==> src/rtl/mpd_defines.svh <==
`ifndef MPD_DEFINES_SVH
`define MPD_DEFINES_SVH

// Register addresses
`define MPD_ADDR_SYS_CTRL   16'hffc4
`define MPD_ADDR_MODE_RB    16'hffc5

// System control field positions
`define MPD_SC_STANDBY_PIN_N_SEL     7
`define MPD_SC_SETTLE_HI    6
`define MPD_SC_SETTLE_LO    4
`define MPD_SC_RST_SRC      3
`define MPD_SC_NMI_EDGE     2
`define MPD_SC_HOST_EN      1
`define MPD_SC_RAM_EN       0

// Reset values and masks
`define MPD_SC_RESET        8'h09
`define MPD_SC_WDT_RESET    8'h01
`define MPD_SC_WR_MASK      8'hf7
`define MPD_MR_FIXED        8'he4
`define MPD_MR_PIN_MASK     8'h03
`define MPD_RD_UNMAPPED     8'h00

// Address map of on-chip resources
`define MPD_ROM_LAST        16'h7fff
`define MPD_RAM_FIRST       16'hf780
`define MPD_RAM_LAST        16'hff7f
`define MPD_REGF_FIRST      16'hff80

// Mode pin codes
`define MPD_MODE_EXP_NOROM  2'h1
`define MPD_MODE_SINGLE     2'h3

// Timing in states (one state per clock)
`define MPD_SETTLE_BASE     8192
`define MPD_SETTLE_MAX_SHF  4

`endif

==> src/rtl/mpd_pkg.sv <==
package mpd_pkg;

  typedef enum logic [3:0] {
    SEQ_RESET_HOLD,
    SEQ_RUN,
    SEQ_PUSH_PC,
    SEQ_PUSH_CCR,
    SEQ_SET_MASK,
    SEQ_VECTOR,
    SEQ_BRANCH,
    SEQ_SLEEP,
    SEQ_SW_STANDBY,
    SEQ_SETTLE,
    SEQ_HW_STANDBY
  } mpd_seq_e;

  typedef enum logic [1:0] {
    BUS_IDLE,
    FIRST_BUS_STATE,
    SECOND_BUS_STATE,
    THIRD_BUS_STATE
  } mpd_bus_e;

endpackage

==> src/rtl/mpd_bus_timer.sv <==
`timescale 1ns/1ps
module mpd_bus_timer (
  input  wire logic        clk_i,
  input  wire logic        rst_i,
  input  wire logic        start_i,
  input  wire logic        three_state_i,
  input  wire logic        word_i,
  output mpd_pkg::mpd_bus_e bus_state_o,
  output logic             busy_o,
  output logic             done_o,
  output logic             second_cycle_o
);

  mpd_pkg::mpd_bus_e state_reg;
  mpd_pkg::mpd_bus_e state_next;
  logic              three_reg;
  logic              three_next;
  logic              word_reg;
  logic              word_next;
  logic              second_reg;
  logic              second_next;
  logic              last_state;

  // Final state of a cycle: second for on-chip memory, third otherwise
  assign last_state = three_reg ? (state_reg == mpd_pkg::THIRD_BUS_STATE)
                                : (state_reg == mpd_pkg::SECOND_BUS_STATE);

  always_comb
  begin
    state_next  = state_reg;
    three_next  = three_reg;
    word_next   = word_reg;
    second_next = second_reg;
    case (state_reg)
      mpd_pkg::BUS_IDLE:
      begin
        if (start_i)
        begin
          state_next  = mpd_pkg::FIRST_BUS_STATE;
          three_next  = three_state_i;
          word_next   = word_i;
          second_next = 1'b0;
        end
      end
      mpd_pkg::FIRST_BUS_STATE:
        state_next = mpd_pkg::SECOND_BUS_STATE;
      mpd_pkg::SECOND_BUS_STATE:
        state_next = three_reg ? mpd_pkg::THIRD_BUS_STATE : mpd_pkg::BUS_IDLE;
      mpd_pkg::THIRD_BUS_STATE:
      begin
        // A word over the byte path takes a second back-to-back cycle
        if (word_reg && !second_reg)
        begin
          state_next  = mpd_pkg::FIRST_BUS_STATE;
          second_next = 1'b1;
        end
        else
        begin
          state_next = mpd_pkg::BUS_IDLE;
        end
      end
      default:
        state_next = mpd_pkg::BUS_IDLE;
    endcase
  end

  always_ff @(posedge clk_i or posedge rst_i)
  begin
    if (rst_i)
    begin
      state_reg  <= mpd_pkg::BUS_IDLE;
      three_reg  <= 1'b0;
      word_reg   <= 1'b0;
      second_reg <= 1'b0;
    end
    else
    begin
      state_reg  <= state_next;
      three_reg  <= three_next;
      word_reg   <= word_next;
      second_reg <= second_next;
    end
  end

  assign bus_state_o    = state_reg;
  assign busy_o         = (state_reg != mpd_pkg::BUS_IDLE);
  assign done_o         = last_state && !(three_reg && word_reg && !second_reg);
  assign second_cycle_o = second_reg;
endmodule

==> src/rtl/mpd_top.sv <==
`timescale 1ns/1ps
`include "mpd_defines.svh"
// Behaviour
// - Interrupt entry pushes PC and CCR; reset entry skips the push.
// - Then set interrupt mask, fetch vector, branch back to program execution.
// - Sleep with standby select 0 halts CPU only; peripherals keep running.
// - Interrupt or reset wakes sleep through the exception sequence.
// - Sleep with standby select 1 halts and reinitialises peripherals; RAM, ports kept.
// - Standby pin low stops everything, ports included; peripherals reinit, RAM kept.
// - On-chip ROM/RAM cycles take two states, byte or word, 16-bit path.
// - Register field and external cycles take three states; words take two cycles.
// - Mode is captured from the two mode pins when reset ends.
// - Pin codes select mode 1, 2 or 3; expanded modes address 64 kbytes.
// - In expanded modes, RAM enable 0 routes RAM addresses off-chip.
// - Standby select stays 1 after wake-up until software writes 0.
// - Settling field picks 8192 to 131072 states of wake-up wait.
// - CPU and peripherals stay in standby during the settling wait.
// - Reset-source flag is 1 after external reset, 0 after watchdog reset.
// - Edge select 0 picks falling, 1 rising non-maskable interrupt edge.
// - Host-port enable 0 disables host interface, 1 enables it as slave.
// - RAM enable 1 enables RAM; reset sets it; software standby keeps it.
// - Reading mode readback latches mode pins into its two low bits.
module mpd_top #(
  parameter int SETTLE_BASE_STATES = `MPD_SETTLE_BASE
) (
  input  wire logic         CORE_CLK_I,
  input  wire logic         RESET_I,
  input  wire logic         WDT_RESET_I,
  input  wire logic         STANDBY_PIN_N_I,
  input  wire logic         MODE_PIN_HIGH_I,
  input  wire logic         MODE_PIN_LOW_I,
  input  wire logic         IRQ_REQ_I,
  input  wire logic         EXT_IRQ_WAKE_I,
  input  wire logic         SLEEP_EXEC_I,
  input  wire logic [15:0]  REG_ADDR_I,
  input  wire logic         REG_WR_I,
  input  wire logic         REG_RD_I,
  input  wire logic [7:0]   REG_WDATA_I,
  output logic      [7:0]   REG_RDATA_O,
  input  wire logic         BUS_REQ_I,
  input  wire logic [15:0]  BUS_ADDR_I,
  input  wire logic         BUS_WORD_I,
  output logic              BUS_ACCEPT_O,
  output mpd_pkg::mpd_bus_e BUS_STATE_O,
  output logic              BUS_DONE_O,
  output logic              BUS_SECOND_BYTE_O,
  output logic              BUS_EXTERNAL_O,
  output logic              BUS_WIDE_PATH_O,
  output logic              CPU_HALT_O,
  output logic              PERIPH_HALT_O,
  output logic              PERIPH_INIT_O,
  output logic              PORT_OUT_OFF_O,
  output logic              EXC_PUSH_PC_O,
  output logic              EXC_PUSH_CCR_O,
  output logic              EXC_SET_IMASK_O,
  output logic              EXC_VECTOR_FETCH_O,
  output logic              EXC_BRANCH_O,
  output logic              EXC_FROM_RESET_O,
  output logic      [1:0]   MODE_O,
  output logic              EXPANDED_MODE_O,
  output logic              ROM_ENABLE_O,
  output logic              RAM_ENABLE_O,
  output logic              NMI_RISING_EDGE_O,
  output logic              HOST_PORT_ENABLE_O
);

  mpd_pkg::mpd_seq_e seq_reg;
  mpd_pkg::mpd_seq_e seq_next;
  logic        exc_reset_reg;
  logic        exc_reset_next;
  logic [17:0] settle_reg;
  logic [17:0] settle_next;
  logic [17:0] settle_len;
  logic [2:0]  settle_sel;
  logic [1:0]  mode_reg;
  logic [1:0]  mode_next;
  logic [7:0]  system_control_reg;
  logic [7:0]  system_control_next;
  logic [7:0]  rdata_reg;
  logic [7:0]  rdata_next;
  logic        ext_reg;
  logic        ext_next;
  logic        wide_reg;
  logic        wide_next;
  logic        standby_pin_n_sel;
  logic        sc_write;
  logic        in_regf;
  logic        in_ram;
  logic        in_rom;
  logic        two_state;
  logic        bus_busy;
  logic        bus_start;

  assign standby_pin_n_sel   = system_control_reg[`MPD_SC_STANDBY_PIN_N_SEL];
  assign settle_sel = system_control_reg[`MPD_SC_SETTLE_HI:`MPD_SC_SETTLE_LO];
  assign sc_write   = REG_WR_I && (REG_ADDR_I == `MPD_ADDR_SYS_CTRL);

  // Wait doubles per code step; 10x and the unused 11x give the longest wait
  assign settle_len = 18'(SETTLE_BASE_STATES << (settle_sel[2] ? `MPD_SETTLE_MAX_SHF
                                                              : int'(settle_sel[1:0])));

  // Exception and power-down sequencer; watchdog reset, then standby pin win
  always_comb
  begin
    seq_next       = seq_reg;
    exc_reset_next = exc_reset_reg;
    settle_next    = settle_reg;
    mode_next      = mode_reg;
    if (WDT_RESET_I)
    begin
      seq_next = mpd_pkg::SEQ_RESET_HOLD;
    end
    else if (!STANDBY_PIN_N_I)
    begin
      seq_next = mpd_pkg::SEQ_HW_STANDBY;
    end
    else
    begin
      case (seq_reg)
        mpd_pkg::SEQ_RESET_HOLD:
        begin
          seq_next       = mpd_pkg::SEQ_SET_MASK;
          exc_reset_next = 1'b1;
          mode_next      = {MODE_PIN_HIGH_I, MODE_PIN_LOW_I};
        end
        mpd_pkg::SEQ_RUN:
        begin
          if (IRQ_REQ_I)
          begin
            seq_next = mpd_pkg::SEQ_PUSH_PC;
          end
          else if (SLEEP_EXEC_I)
          begin
            seq_next = standby_pin_n_sel ? mpd_pkg::SEQ_SW_STANDBY : mpd_pkg::SEQ_SLEEP;
          end
        end
        mpd_pkg::SEQ_SLEEP:
        begin
          if (IRQ_REQ_I)
          begin
            seq_next = mpd_pkg::SEQ_PUSH_PC;
          end
        end
        mpd_pkg::SEQ_SW_STANDBY:
        begin
          if (EXT_IRQ_WAKE_I)
          begin
            seq_next    = mpd_pkg::SEQ_SETTLE;
            settle_next = settle_len - 18'h0_0001;
          end
        end
        mpd_pkg::SEQ_SETTLE:
        begin
          if (settle_reg == 18'h0_0000)
          begin
            seq_next = mpd_pkg::SEQ_PUSH_PC;
          end
          else
          begin
            settle_next = settle_reg - 18'h0_0001;
          end
        end
        mpd_pkg::SEQ_PUSH_PC:
          seq_next = mpd_pkg::SEQ_PUSH_CCR;
        mpd_pkg::SEQ_PUSH_CCR:
          seq_next = mpd_pkg::SEQ_SET_MASK;
        mpd_pkg::SEQ_SET_MASK:
          seq_next = mpd_pkg::SEQ_VECTOR;
        mpd_pkg::SEQ_VECTOR:
          seq_next = mpd_pkg::SEQ_BRANCH;
        mpd_pkg::SEQ_BRANCH:
        begin
          seq_next       = mpd_pkg::SEQ_RUN;
          exc_reset_next = 1'b0;
        end
        mpd_pkg::SEQ_HW_STANDBY:
          seq_next = mpd_pkg::SEQ_RESET_HOLD;
        default:
          seq_next = mpd_pkg::SEQ_RUN;
      endcase
    end
  end

  always_ff @(posedge CORE_CLK_I or posedge RESET_I)
  begin
    if (RESET_I)
    begin
      seq_reg       <= mpd_pkg::SEQ_RESET_HOLD;
      exc_reset_reg <= 1'b1;
      settle_reg    <= 18'h0_0000;
      mode_reg      <= `MPD_MODE_SINGLE;
    end
    else
    begin
      seq_reg       <= seq_next;
      exc_reset_reg <= exc_reset_next;
      settle_reg    <= settle_next;
      mode_reg      <= mode_next;
    end
  end

  // System control register and read port
  always_comb
  begin
    system_control_next = system_control_reg;
    rdata_next = rdata_reg;
    if (WDT_RESET_I)
    begin
      system_control_next = `MPD_SC_WDT_RESET;
    end
    else if (sc_write)
    begin
      system_control_next = (REG_WDATA_I & `MPD_SC_WR_MASK) | (system_control_reg & ~`MPD_SC_WR_MASK);
    end
    if (REG_RD_I)
    begin
      case (REG_ADDR_I)
        `MPD_ADDR_SYS_CTRL:
          rdata_next = system_control_reg;
        `MPD_ADDR_MODE_RB:
          rdata_next = `MPD_MR_FIXED | {6'h00, MODE_PIN_HIGH_I, MODE_PIN_LOW_I};
        default:
          rdata_next = `MPD_RD_UNMAPPED;
      endcase
    end
  end

  always_ff @(posedge CORE_CLK_I or posedge RESET_I)
  begin
    if (RESET_I)
    begin
      system_control_reg <= `MPD_SC_RESET;
      rdata_reg <= `MPD_RD_UNMAPPED;
    end
    else
    begin
      system_control_reg <= system_control_next;
      rdata_reg <= rdata_next;
    end
  end

  // Bus cycle classification
  assign in_regf   = (BUS_ADDR_I >= `MPD_REGF_FIRST);
  assign in_ram    = (BUS_ADDR_I >= `MPD_RAM_FIRST) && (BUS_ADDR_I <= `MPD_RAM_LAST);
  assign in_rom    = (BUS_ADDR_I <= `MPD_ROM_LAST);
  assign two_state = (in_ram && system_control_reg[`MPD_SC_RAM_EN]) ||
                     (in_rom && (mode_reg != `MPD_MODE_EXP_NOROM));
  assign bus_start = BUS_REQ_I && !bus_busy && !CPU_HALT_O;

  always_comb
  begin
    ext_next  = ext_reg;
    wide_next = wide_reg;
    if (bus_start)
    begin
      ext_next  = (mode_reg != `MPD_MODE_SINGLE) && !in_regf && !two_state;
      wide_next = two_state;
    end
  end

  always_ff @(posedge CORE_CLK_I or posedge RESET_I)
  begin
    if (RESET_I)
    begin
      ext_reg  <= 1'b0;
      wide_reg <= 1'b0;
    end
    else
    begin
      ext_reg  <= ext_next;
      wide_reg <= wide_next;
    end
  end

  mpd_bus_timer u_bus_timer (
    .clk_i          (CORE_CLK_I),
    .rst_i          (RESET_I),
    .start_i        (bus_start),
    .three_state_i  (!two_state),
    .word_i         (BUS_WORD_I),
    .bus_state_o    (BUS_STATE_O),
    .busy_o         (bus_busy),
    .done_o         (BUS_DONE_O),
    .second_cycle_o (BUS_SECOND_BYTE_O)
  );

  assign BUS_ACCEPT_O       = bus_start;
  assign BUS_EXTERNAL_O     = ext_reg;
  assign BUS_WIDE_PATH_O    = wide_reg;
  assign REG_RDATA_O        = rdata_reg;

  assign CPU_HALT_O         = (seq_reg == mpd_pkg::SEQ_RESET_HOLD) ||
                              (seq_reg == mpd_pkg::SEQ_SLEEP) || PERIPH_HALT_O;
  assign PERIPH_HALT_O      = (seq_reg == mpd_pkg::SEQ_SW_STANDBY) ||
                              (seq_reg == mpd_pkg::SEQ_SETTLE) ||
                              (seq_reg == mpd_pkg::SEQ_HW_STANDBY);
  assign PERIPH_INIT_O      = PERIPH_HALT_O;
  assign PORT_OUT_OFF_O     = (seq_reg == mpd_pkg::SEQ_HW_STANDBY);
  assign EXC_PUSH_PC_O      = (seq_reg == mpd_pkg::SEQ_PUSH_PC);
  assign EXC_PUSH_CCR_O     = (seq_reg == mpd_pkg::SEQ_PUSH_CCR);
  assign EXC_SET_IMASK_O    = (seq_reg == mpd_pkg::SEQ_SET_MASK);
  assign EXC_VECTOR_FETCH_O = (seq_reg == mpd_pkg::SEQ_VECTOR);
  assign EXC_BRANCH_O       = (seq_reg == mpd_pkg::SEQ_BRANCH);
  assign EXC_FROM_RESET_O   = exc_reset_reg;
  assign MODE_O             = mode_reg;
  assign EXPANDED_MODE_O    = (mode_reg != `MPD_MODE_SINGLE);
  assign ROM_ENABLE_O       = (mode_reg != `MPD_MODE_EXP_NOROM);
  assign RAM_ENABLE_O       = system_control_reg[`MPD_SC_RAM_EN];
  assign NMI_RISING_EDGE_O  = system_control_reg[`MPD_SC_NMI_EDGE];
  assign HOST_PORT_ENABLE_O = system_control_reg[`MPD_SC_HOST_EN];

  // Cycles spent in the settling wait
  logic [17:0] settle_seen;
  always_ff @(posedge CORE_CLK_I or posedge RESET_I)
  begin
    if (RESET_I)
      settle_seen <= 18'h0_0000;
    else
      settle_seen <= (seq_reg == mpd_pkg::SEQ_SETTLE) ? settle_seen + 18'h0_0001
                                                      : 18'h0_0000;
  end
endmodule

==> config.mk <==
export PLATFORM = sky130hd
export DESIGN_NAME = mpd_top
export DESIGN_NICKNAME = d
export VERILOG_FILES = /design/src/rtl/mpd_pkg.sv /design/src/rtl/mpd_bus_timer.sv /design/src/rtl/mpd_top.sv
export VERILOG_INCLUDE_DIRS = /design/src /design/src/rtl
export SDC_FILE = /design/constraint.sdc
export NUM_CORES = 1
export LEC_CHECK = 0
export BUFFER_PORTS_ARGS = -buffer_cell sky130_fd_sc_hd__buf_2
export CORE_MARGIN = 4
export CORE_UTILIZATION = 29
export CTS_CLUSTER_SIZE = 16
export DETAILED_ROUTE_END_ITERATION = 6
export HOLD_SLACK_MARGIN = 0.02
export SYNTH_ARGS = -nofsm -noshare
export SYNTH_HDL_FRONTEND = slang
export SYNTH_SLANG_ARGS = --single-unit
==> constraint.sdc <==
create_clock -name CORE_CLK_I -period 2.8 [get_ports CORE_CLK_I]
set_input_delay 0.42 -clock CORE_CLK_I [delete_from_list [all_inputs] [get_ports CORE_CLK_I]]
set_output_delay 0.42 -clock CORE_CLK_I [all_outputs]
set_load 0.01 [all_outputs]
* Word-level counts from Yosys, hierarchy flattened
Cells that the tools add are included.
** Word-level totals
- Register bits :: 48
- Bits of input ports :: 53
- Output and inout port bits :: 32
- Logic and storage cells :: 109
** Cells by class
- Add/subtract/negate cells :: 2
- $lt $le $gt $ge :: 4
- Eq/ne operators :: 25
- Shift operators :: 1
- Multiplexer cells :: 25
- Bitwise logic cells :: 2
- Reductions and logical operators :: 38
** Operators by type and width (number)
- 18-bit 2-to-1 mux :: 2
- 18-bit case mux with 2 select lines :: 1
- 4-bit case mux with 9 select lines :: 1
- 18-bit by 1-bit subtractor with 18-bit output (second input constant) :: 2
- 16-bit == test (second input constant) :: 2
- 16-bit greater-or-equal comparator (second input constant) :: 2
- 4-bit 2-to-1 mux :: 8
- 18-bit zero test :: 1
- 14-bit by 3-bit left shift with 18-bit output (first input constant) :: 1
- 4-bit by 3-bit == test with 1-bit output (second input constant) :: 4
- 16-bit by 15-bit less-or-equal comparator with 1-bit output (second input constant) :: 1
- 16-bit less-or-equal comparator (second input constant) :: 1
- 8-bit 2-to-1 mux :: 2
- 8-bit case mux with 2 select lines :: 1
- 4-bit == test (second input constant) :: 3
- 1-bit logical AND :: 12
- 4-bit inequality test (second input constant) :: 3
- 2-bit inequality test (second input constant) :: 5
- 2-bit nonzero test :: 5
- 3-bit AND reduction :: 3
- 4-bit by 2-bit == test with 1-bit output (second input constant) :: 2
- 8-bit by 4-bit OR with 8-bit output :: 1
- 2-bit case mux with 4 select lines :: 1
- 1-bit zero test :: 6
- 17 further kinds :: 27

* Logic depth before layout (Yosys ltp)
Gate-level depths: netlist (run 1).
- Depth in word-level cells :: 8
- Mapped depth :: 10
- Depth with buffers taken out :: 7

* Hierarchy
A second synthesis (run 1) with hierarchy kept.
** Unflattened totals
- Cells, all modules :: 326
- Area total of the unflattened synthesis :: 2982.9 um^2
** Modules (own cells, without submodules)
- mpd_top :: instances 1, cells each 302, area an instance 2725.1 um^2, seq. area each 1082.3 um^2
- mpd_bus_timer :: instances 1, cells each 24, area an instance 257.7 um^2, seq. area each 125.1 um^2

* Worst setup path after synthesis (run 1)
No wires, ideal clock.
- Path type :: reg-to-reg
- Start :: reg seq_reg[3]
- End :: reg settle_reg[14]
- Library setup time :: 121 ps
- Arrival :: 2172 ps
- Data required time :: 2679 ps
- Setup slack :: 507 ps
- Cell stages (with the launch flop) :: 10
- Buffers on the path :: 4
- Period minus slack after synthesis :: 2293 ps
- Cells stage by stage :: dfrtp_1 clkbuf_1 nor4bb_1 clkbuf_1 clkbuf_1 nand2_1 ha_1 clkbuf_1 a32o_1 a22o_1
** Between the ends
- Longest elaborated chain between the ends :: 3
- Elaborated cells on any way between the ends :: 7
- Classes of those cells :: eq/ne: 4; mux: 1; reduce/logical: 2
** Ends and longest elaborated chain
- from (decl) :: line mpd_top.sv:67 : mpd_pkg::mpd_seq_e seq_reg;
- from (signal assigned) :: line mpd_top.sv:188 : seq_reg <= mpd_pkg::SEQ_RESET_HOLD;
- from (signal assigned) :: line mpd_top.sv:195 : seq_reg <= seq_next;
- 4-bit == test :: line mpd_top.sv:119 : case (seq_reg)
- 2-bit inequality test (no source line) or 2-bit nonzero test (tied branches)
- 5-bit AND reduction (no source line)
- to (signal assigned) :: line mpd_top.sv:197 : settle_reg <= settle_next;
- to (decl) :: line mpd_top.sv:71 : logic [17:0] settle_reg;
Several ways; a longest one is shown, not always the timed one.
A chain may end at the register's enable or synchronous reset.

* Worst setup path in the final report (run 1)
- Start :: reg seq_reg[0]
- End :: out BUS_ACCEPT_O
** Between the ends
- Longest elaborated chain between the ends :: 6
- Elaborated cells on any way between the ends :: 11
- Classes of those cells :: eq/ne: 4; reduce/logical: 7
** Ends and longest elaborated chain
- 4-bit == test (on tied branches) :: line mpd_top.sv:294, mpd_top.sv:295
- 1-bit logical OR :: line mpd_top.sv:294 : assign PERIPH_HALT_O = (seq_reg == mpd_pkg::SEQ_SW_STANDBY) ||
- 1-bit logical OR :: line mpd_top.sv:295 : (seq_reg == mpd_pkg::SEQ_SETTLE) ||
- 1-bit logical OR (*) :: line mpd_top.sv:293 : (seq_reg == mpd_pkg::SEQ_SLEEP) || PERIPH_HALT_O;
- 1-bit zero test (*) :: line mpd_top.sv:248 : assign bus_start = BUS_REQ_I && !bus_busy && !CPU_HALT_O;
- 1-bit logical AND (*) :: line mpd_top.sv:248
- to (decl) :: line mpd_top.sv:43 : output logic BUS_ACCEPT_O,
Mark *: on every way between the ends. The rest lies on a longest branch, timed or not.

==> results_dict.tcl, run 1 <==
set metrics [dict create \
    outcome "finished, final reports clean" \
    drt_pass1_iterations 5 \
    seq_power_share 0.480 \
    grt_pass1_wl_mm 12.31 \
    maxSlewViolCount 0 \
    skew_ns 0.009287 \
    wirelength_mm 7.246 \
    synthTopCellsByCount "dfrtp_1 (43), a21oi_1 (35), nand2_1 (33)" \
    grt_pass1_vias 2660 \
    tritoncts "done" \
    viasPerCell 5.114 \
    rows 35 \
    peakVddDrop_v 0.0003106 \
    place_ws_ns 0.4937 \
    hp-class "input port to asynchronous set/reset pin" \
    largest_reg_flops 18 \
    mappedNetlistArea_um2 2806 \
    clockBufferDepth 2 \
    ys.flop_type "dfrtp_1" \
    routedWlPerCell_um 13.49 \
    period_minus_slack_ns 2.303 \
    yosys-top-cells-area "dfrtp_1 (38%), a21oi_1 (6.2%), dfstp_2 (4.7%), o21ai_0 (4.5%), nand2_1 (4.4%)" \
    synth_fp_nets 386 \
    cts_buffers 5 \
    htreeDepth 2 \
    p_leak_nw 1.542 \
    antennaDiodeCount 0 \
    power_frac_comb 0.233 \
    synth_top_family_by_area "simple AND/OR/NAND/NOR gates" \
    ant_nets 0 \
    r2r-start "seq_reg[0]" \
    p_clk_frac 0.288 \
    post-route-period-util 0.8224 \
    path_max_fanout 13 \
    dp_hpwl_mm 5.340 \
    final_util 0.3752 \
    hold_buffers 0 \
    synth_top_area_frac 0.3834 \
    synthXorXnorAreaFrac 0.003121 \
    grt_setup_unrepaired "no" \
    drt_iter0_drc 147 \
    fin_cells 537 \
    relSlewSlack 0.5926 \
    die-width_um 106.4 \
    syn_area_per_cell_um2 8.453 \
    yosys_warnings 0 \
    ios 85 \
    io_buffers 76 \
    dpl.cell_count 529 \
    ff2ff_path_depth 6 \
    synth_cell_types 50 \
    cap_violations 0 \
    areaGrowthSynthToFinish_pct 24.70 \
    synth-simple-area-share 0.2662 \
    setup_viol 0 \
    gp_congestion 0.8390 \
    power_mw 2.094 \
    clock_insertion_delay_worst_skew_ns 0.31 \
    r2r-end "settle_reg[10]" \
    synth-compound-area-share 0.2158 \
    grt_max_degree 23 \
    yosysSeqAreaShare 0.4302 \
    p_per_area_nw_per_um2 598.5 \
    drive_gt1_frac 0.2819 \
    post_cts.repair.setup_buffers 0 \
    power.net_switching_uw 669.2 \
    clock.fmax_mhz 434.3 \
    ys_async_sr_fraction 1.000 \
    dieArea_um2 11320 \
    overflow 0 \
    reg2reg_setup_slack_ns 0.50 \
    startpoint_type "flop" \
    antenna_found_initial 0 \
    placed_area_um2 3367 \
    whs_ns 0.1243 \
    switching_share 0.3195 \
    root_buffer "clkbuf_8" \
    crit_type "flop to output pin" \
    p_int_mw 1.425 \
    grtUsageTotal 0.1301 \
    tightest_slew_ns 0.6098 \
    final_area_um2 3500 \
    cts.sinks 48 \
    crit_arrival_ns 1.88 \
    die_h_um 106.4 \
    cts_resized 0 \
    finalHoldViolCount 0 \
    synth-edff-count 0 \
    drc 0 \
    synth_cells 332 \
    cp_data_required_time_ns 2.38 \
    path_clk_slew_ns 0.10 \
    synthMuxAreaShare 0.02407 \
    start_util 0.3009 \
    synth-seq-cells 48 \
    tns_ns 0 \
    final_nets 461 \
    vias 2746 \
    synthAdderAreaFrac 0.004458 \
    crit_path_end_kind "output pin" \
    yosys.area.top_type "dfrtp_1" \
    synth_most_common_cell "dfrtp_1" \
    fin_ws_ns 0.4974 \
    core-area_um2 9328 \
]
## how the worst max path moves through the flow
stage                                end  slack (ns)   startpoint  cells after the start
after global placement     settle_reg[6]        0.50  WDT_RESET_I                      7
final                       BUS_ACCEPT_O        0.50   seq_reg[0]                      7
after global routing        BUS_ACCEPT_O        0.28   seq_reg[0]                      7
after CTS                 settle_reg[10]        0.50   seq_reg[1]                      7
after detailed placement   settle_reg[6]        0.49  WDT_RESET_I                      7
after floorplan           settle_reg[14]        0.51   seq_reg[3]                      9
## cells in the final DEF (no fill, tap or decap), types with 2 or more instances in the layout
master / Yosys / final
bufinv_16: 0 / 2
a311oi_1: 4 / 4
nand3b_1: 4 / 4
a31oi_1: 8 / 8
dfrtp_1: 43 / 43
nor2_1: 24 / 24
nand4_1: 2 / 2
nor4_2: 2 / 2
nand4bb_1: 3 / 3
o21ai_0: 25 / 25
o211ai_1: 8 / 8
nor3b_1: 3 / 3
nor4_1: 4 / 4
dfstp_2: 5 / 5
o31ai_1: 5 / 5
nand2_1: 33 / 33
and3_1: 5 / 5
nor2b_1: 5 / 5
or3_1: 5 / 5
buf_4: 2 / 12
and2_1: 3 / 3
nor3_1: 12 / 12
mux2_2: 6 / 6
a32o_1: 2 / 2
nand2b_1: 6 / 6
buf_2: 2 / 76
inv_1: 19 / 18
nand3_1: 19 / 19
clkbuf_8: 0 / 5
a21boi_0: 4 / 4
a21oi_1: 35 / 35
## layout make-up
type / count / area [um2]
fill: 976 / 5828
multi-input combinational: 245 / 1456
sequential: 48 / 1207
timing repair buffer: 88 / 470.5
tap: 129 / 161.4
clock buffer: 6 / 72.57
inverter: 19 / 71.32
clock inverter: 2 / 60.06
## kinds of logic after synthesis
| kind of cell | count (synthesis) |
|---|---|
| and+or+nand+nor | 138 |
| AOI/OAI and AO/OA | 99 |
| DFF | 48 |
| buffers and inverters | 39 |
| muxes | 6 |
| xor gates and xnor gates | 1 |
| adders and majority gates | 1 |
## power by group through the flow
stage | clock network, mW | registers (mW) | logic (mW)
detailed placement | 0 | 1.01 | 0.494
global placement | 0 | 1.01 | 0.484
floorplan | 0 | 0.991 | 0.318
finish | 0.602 | 1.00 | 0.488
global route | 0.641 | 1.03 | 0.554
CTS | 0.617 | 1.00 | 0.494
## critical path: stages (launching register included)
cell      delay, ns
dfrtp_1        0.60
buf_4          0.23
nand2_1        0.07
a21oi_1        0.18
o221ai_1       0.14
buf_4          0.18
inv_1          0.05
buf_2          0.12
## metal layers
metal	wire, um	up-vias	track usage
met1	3344	1285	0.1727
met2	3325	99	0.2077
met5	0	-	0
li1	-	1353	-
met3	490	9	0.03461
met4	85	0	0.03885
Power figures use the tool's default switching activity.
==> inputs of run 2 (changes only) <==
==> constraint.sdc (replaced) <==
create_clock -name CORE_CLK_I -period 1.9 [get_ports CORE_CLK_I]
set_input_delay 0.285 -clock CORE_CLK_I [delete_from_list [all_inputs] [get_ports CORE_CLK_I]]
set_output_delay 0.285 -clock CORE_CLK_I [all_outputs]
set_load 0.01 [all_outputs]
==> results_dict.tcl, run 2 (synthesis results as in run 1) <==
set metrics [dict create \
    root_buffer "clkbuf_8" \
    crit_path_end_kind "flop" \
    fin_ws_ns -0.1169 \
    clock_insertion_delay_worst_skew_ns 0.30 \
    overflow 0 \
    ios 85 \
    ff2ff_path_depth 5 \
    vias 2959 \
    clock.fmax_mhz 495.8 \
    drt_pass1_iterations 4 \
    htreeDepth 2 \
    r2r-end "seq_reg[1]" \
    routedWlPerCell_um 14.06 \
    skew_ns 0.003637 \
    viasPerCell 4.998 \
    final_common_cell "buf_2" \
    path_max_fanout 3 \
    ant_nets 0 \
    path_clk_slew_ns 0.09 \
    setup_viol 9 \
    antennaDiodeCount 0 \
    cts_buffers 5 \
    core-area_um2 9328 \
    cp_data_required_time_ns 2.13 \
    drive_gt1_frac 0.4579 \
    violations "setup timing" \
    cap_violations 0 \
    tightest_slew_ns 0.5724 \
    outcome "finished with violations" \
    period_minus_slack_ns 2.017 \
    reg2reg_setup_slack_ns -0.12 \
    tns_ns -0.3540 \
    post-route-period-util 1.062 \
    p_per_area_nw_per_um2 776.0 \
    start_util 0.3009 \
    rows 35 \
    die_h_um 106.4 \
    drt_iter0_drc 140 \
    crit_arrival_ns 2.24 \
    r2r-start "settle_reg[16]" \
    p_leak_nw 1.840 \
    crit_type "flop to flop" \
    die-width_um 106.4 \
    grt_pass1_wl_mm 13.20 \
    grt_setup_unrepaired "yes" \
    finalHoldViolCount 0 \
    place_ws_ns -0.1216 \
    gp_congestion 0.8136 \
    largest_reg_flops 18 \
    final_nets 516 \
    io_buffers 76 \
    tritoncts "done" \
    clockBufferDepth 2 \
    cts.sinks 48 \
    grtUsageTotal 0.1425 \
    peakVddDrop_v 0.0002906 \
    wirelength_mm 8.321 \
    grt_max_degree 28 \
    drc 0 \
    startpoint_type "flop" \
    grt_pass1_vias 2760 \
    relSlewSlack 0.6178 \
    areaGrowthSynthToFinish_pct 47.97 \
    dieArea_um2 11320 \
    antenna_found_initial 0 \
    final_cell_mix "buf_2 (78), buf_4 (53), dfrtp_1 (42), nand2_1 (31), o21ai_0 (22)" \
    startpoint "settle_reg[16]" \
    hp-class "input port to asynchronous set/reset pin" \
    maxSlewViolCount 0 \
    dp_hpwl_mm 5.831 \
]
==> run 2: layout make-up <==
class,count,area (um2)
inverter,19,71.32
sequential,48,1209
clock inverter,2,12.51
tap,129,161.4
clock buffer,6,72.57
multi-input combinational,245,1690
fill,917,5175
timing repair buffer,143,935.9
==> run 2: how the worst max path moves through the flow <==
stage	endpoint
global route	seq_reg[1]
finish	seq_reg[1]
global placement	settle_reg[10]
detailed placement	seq_reg[1]
floorplan	seq_reg[1]
CTS	seq_reg[1]
==> run 2: per-stage QoR <==
step | instances | hold slack [ns] | power, mW | util | cell area, um2
2_1_floorplan | 332 | 0.3717 | 1.949 | - | 2861
3_3_place_gp | 564 | 0.3634 | 2.397 | 0.3926 | 3662
3_5_place_dp | 564 | 0.3757 | 2.427 | 0.3926 | 3662
4_1_cts | 579 | 0.03326 | 3.138 | 0.4199 | 3916
5_1_grt | 592 | 0.07281 | 3.433 | 0.4452 | 4153
6_report | 592 | 0.02631 | 3.222 | 0.4452 | 4153
==> run 2: per-layer routing <==
layer | wire length, um | share of wire | global-route usage | vias to the layer above
met5 | 0 | 0 | 0 | -
met4 | 87 | 0.010 | 0.04625 | 0
met3 | 274 | 0.033 | 0.02489 | 4
met2 | 4051 | 0.49 | 0.2308 | 51
met1 | 3907 | 0.47 | 0.1928 | 1442
li1 | - | - | - | 1462
==> run 2: where the power goes <==
part	total [mW]	internal (mW)	switching, mW	leakage (nW)
logic	1.20	0.613	0.584	1.20
clock network	0.621	0.258	0.362	0.0412
registers	1.41	1.23	0.178	0.595
==> run 2: repair_timing <==
| action | in CTS | in global routing |
|---|---|---|
| endpoints found under the setup margin | 15 | 22 |
| hold buffers | 0 | 0 |
| pin swaps | 9 | 7 |
| gates resized for setup | 29 | 37 |
| setup buffers | 8 | 12 |
| gates cloned | 0 | 1 |
| hold endpoints to repair | 0 | 0 |
==> run 2: critical path: stages (launching register included) <==
cell and delay (ns):
dfrtp_1 0.40, or4_4 0.56, nor3_4 0.21, a21oi_2 0.10
or4_4 0.52, a31oi_1 0.14
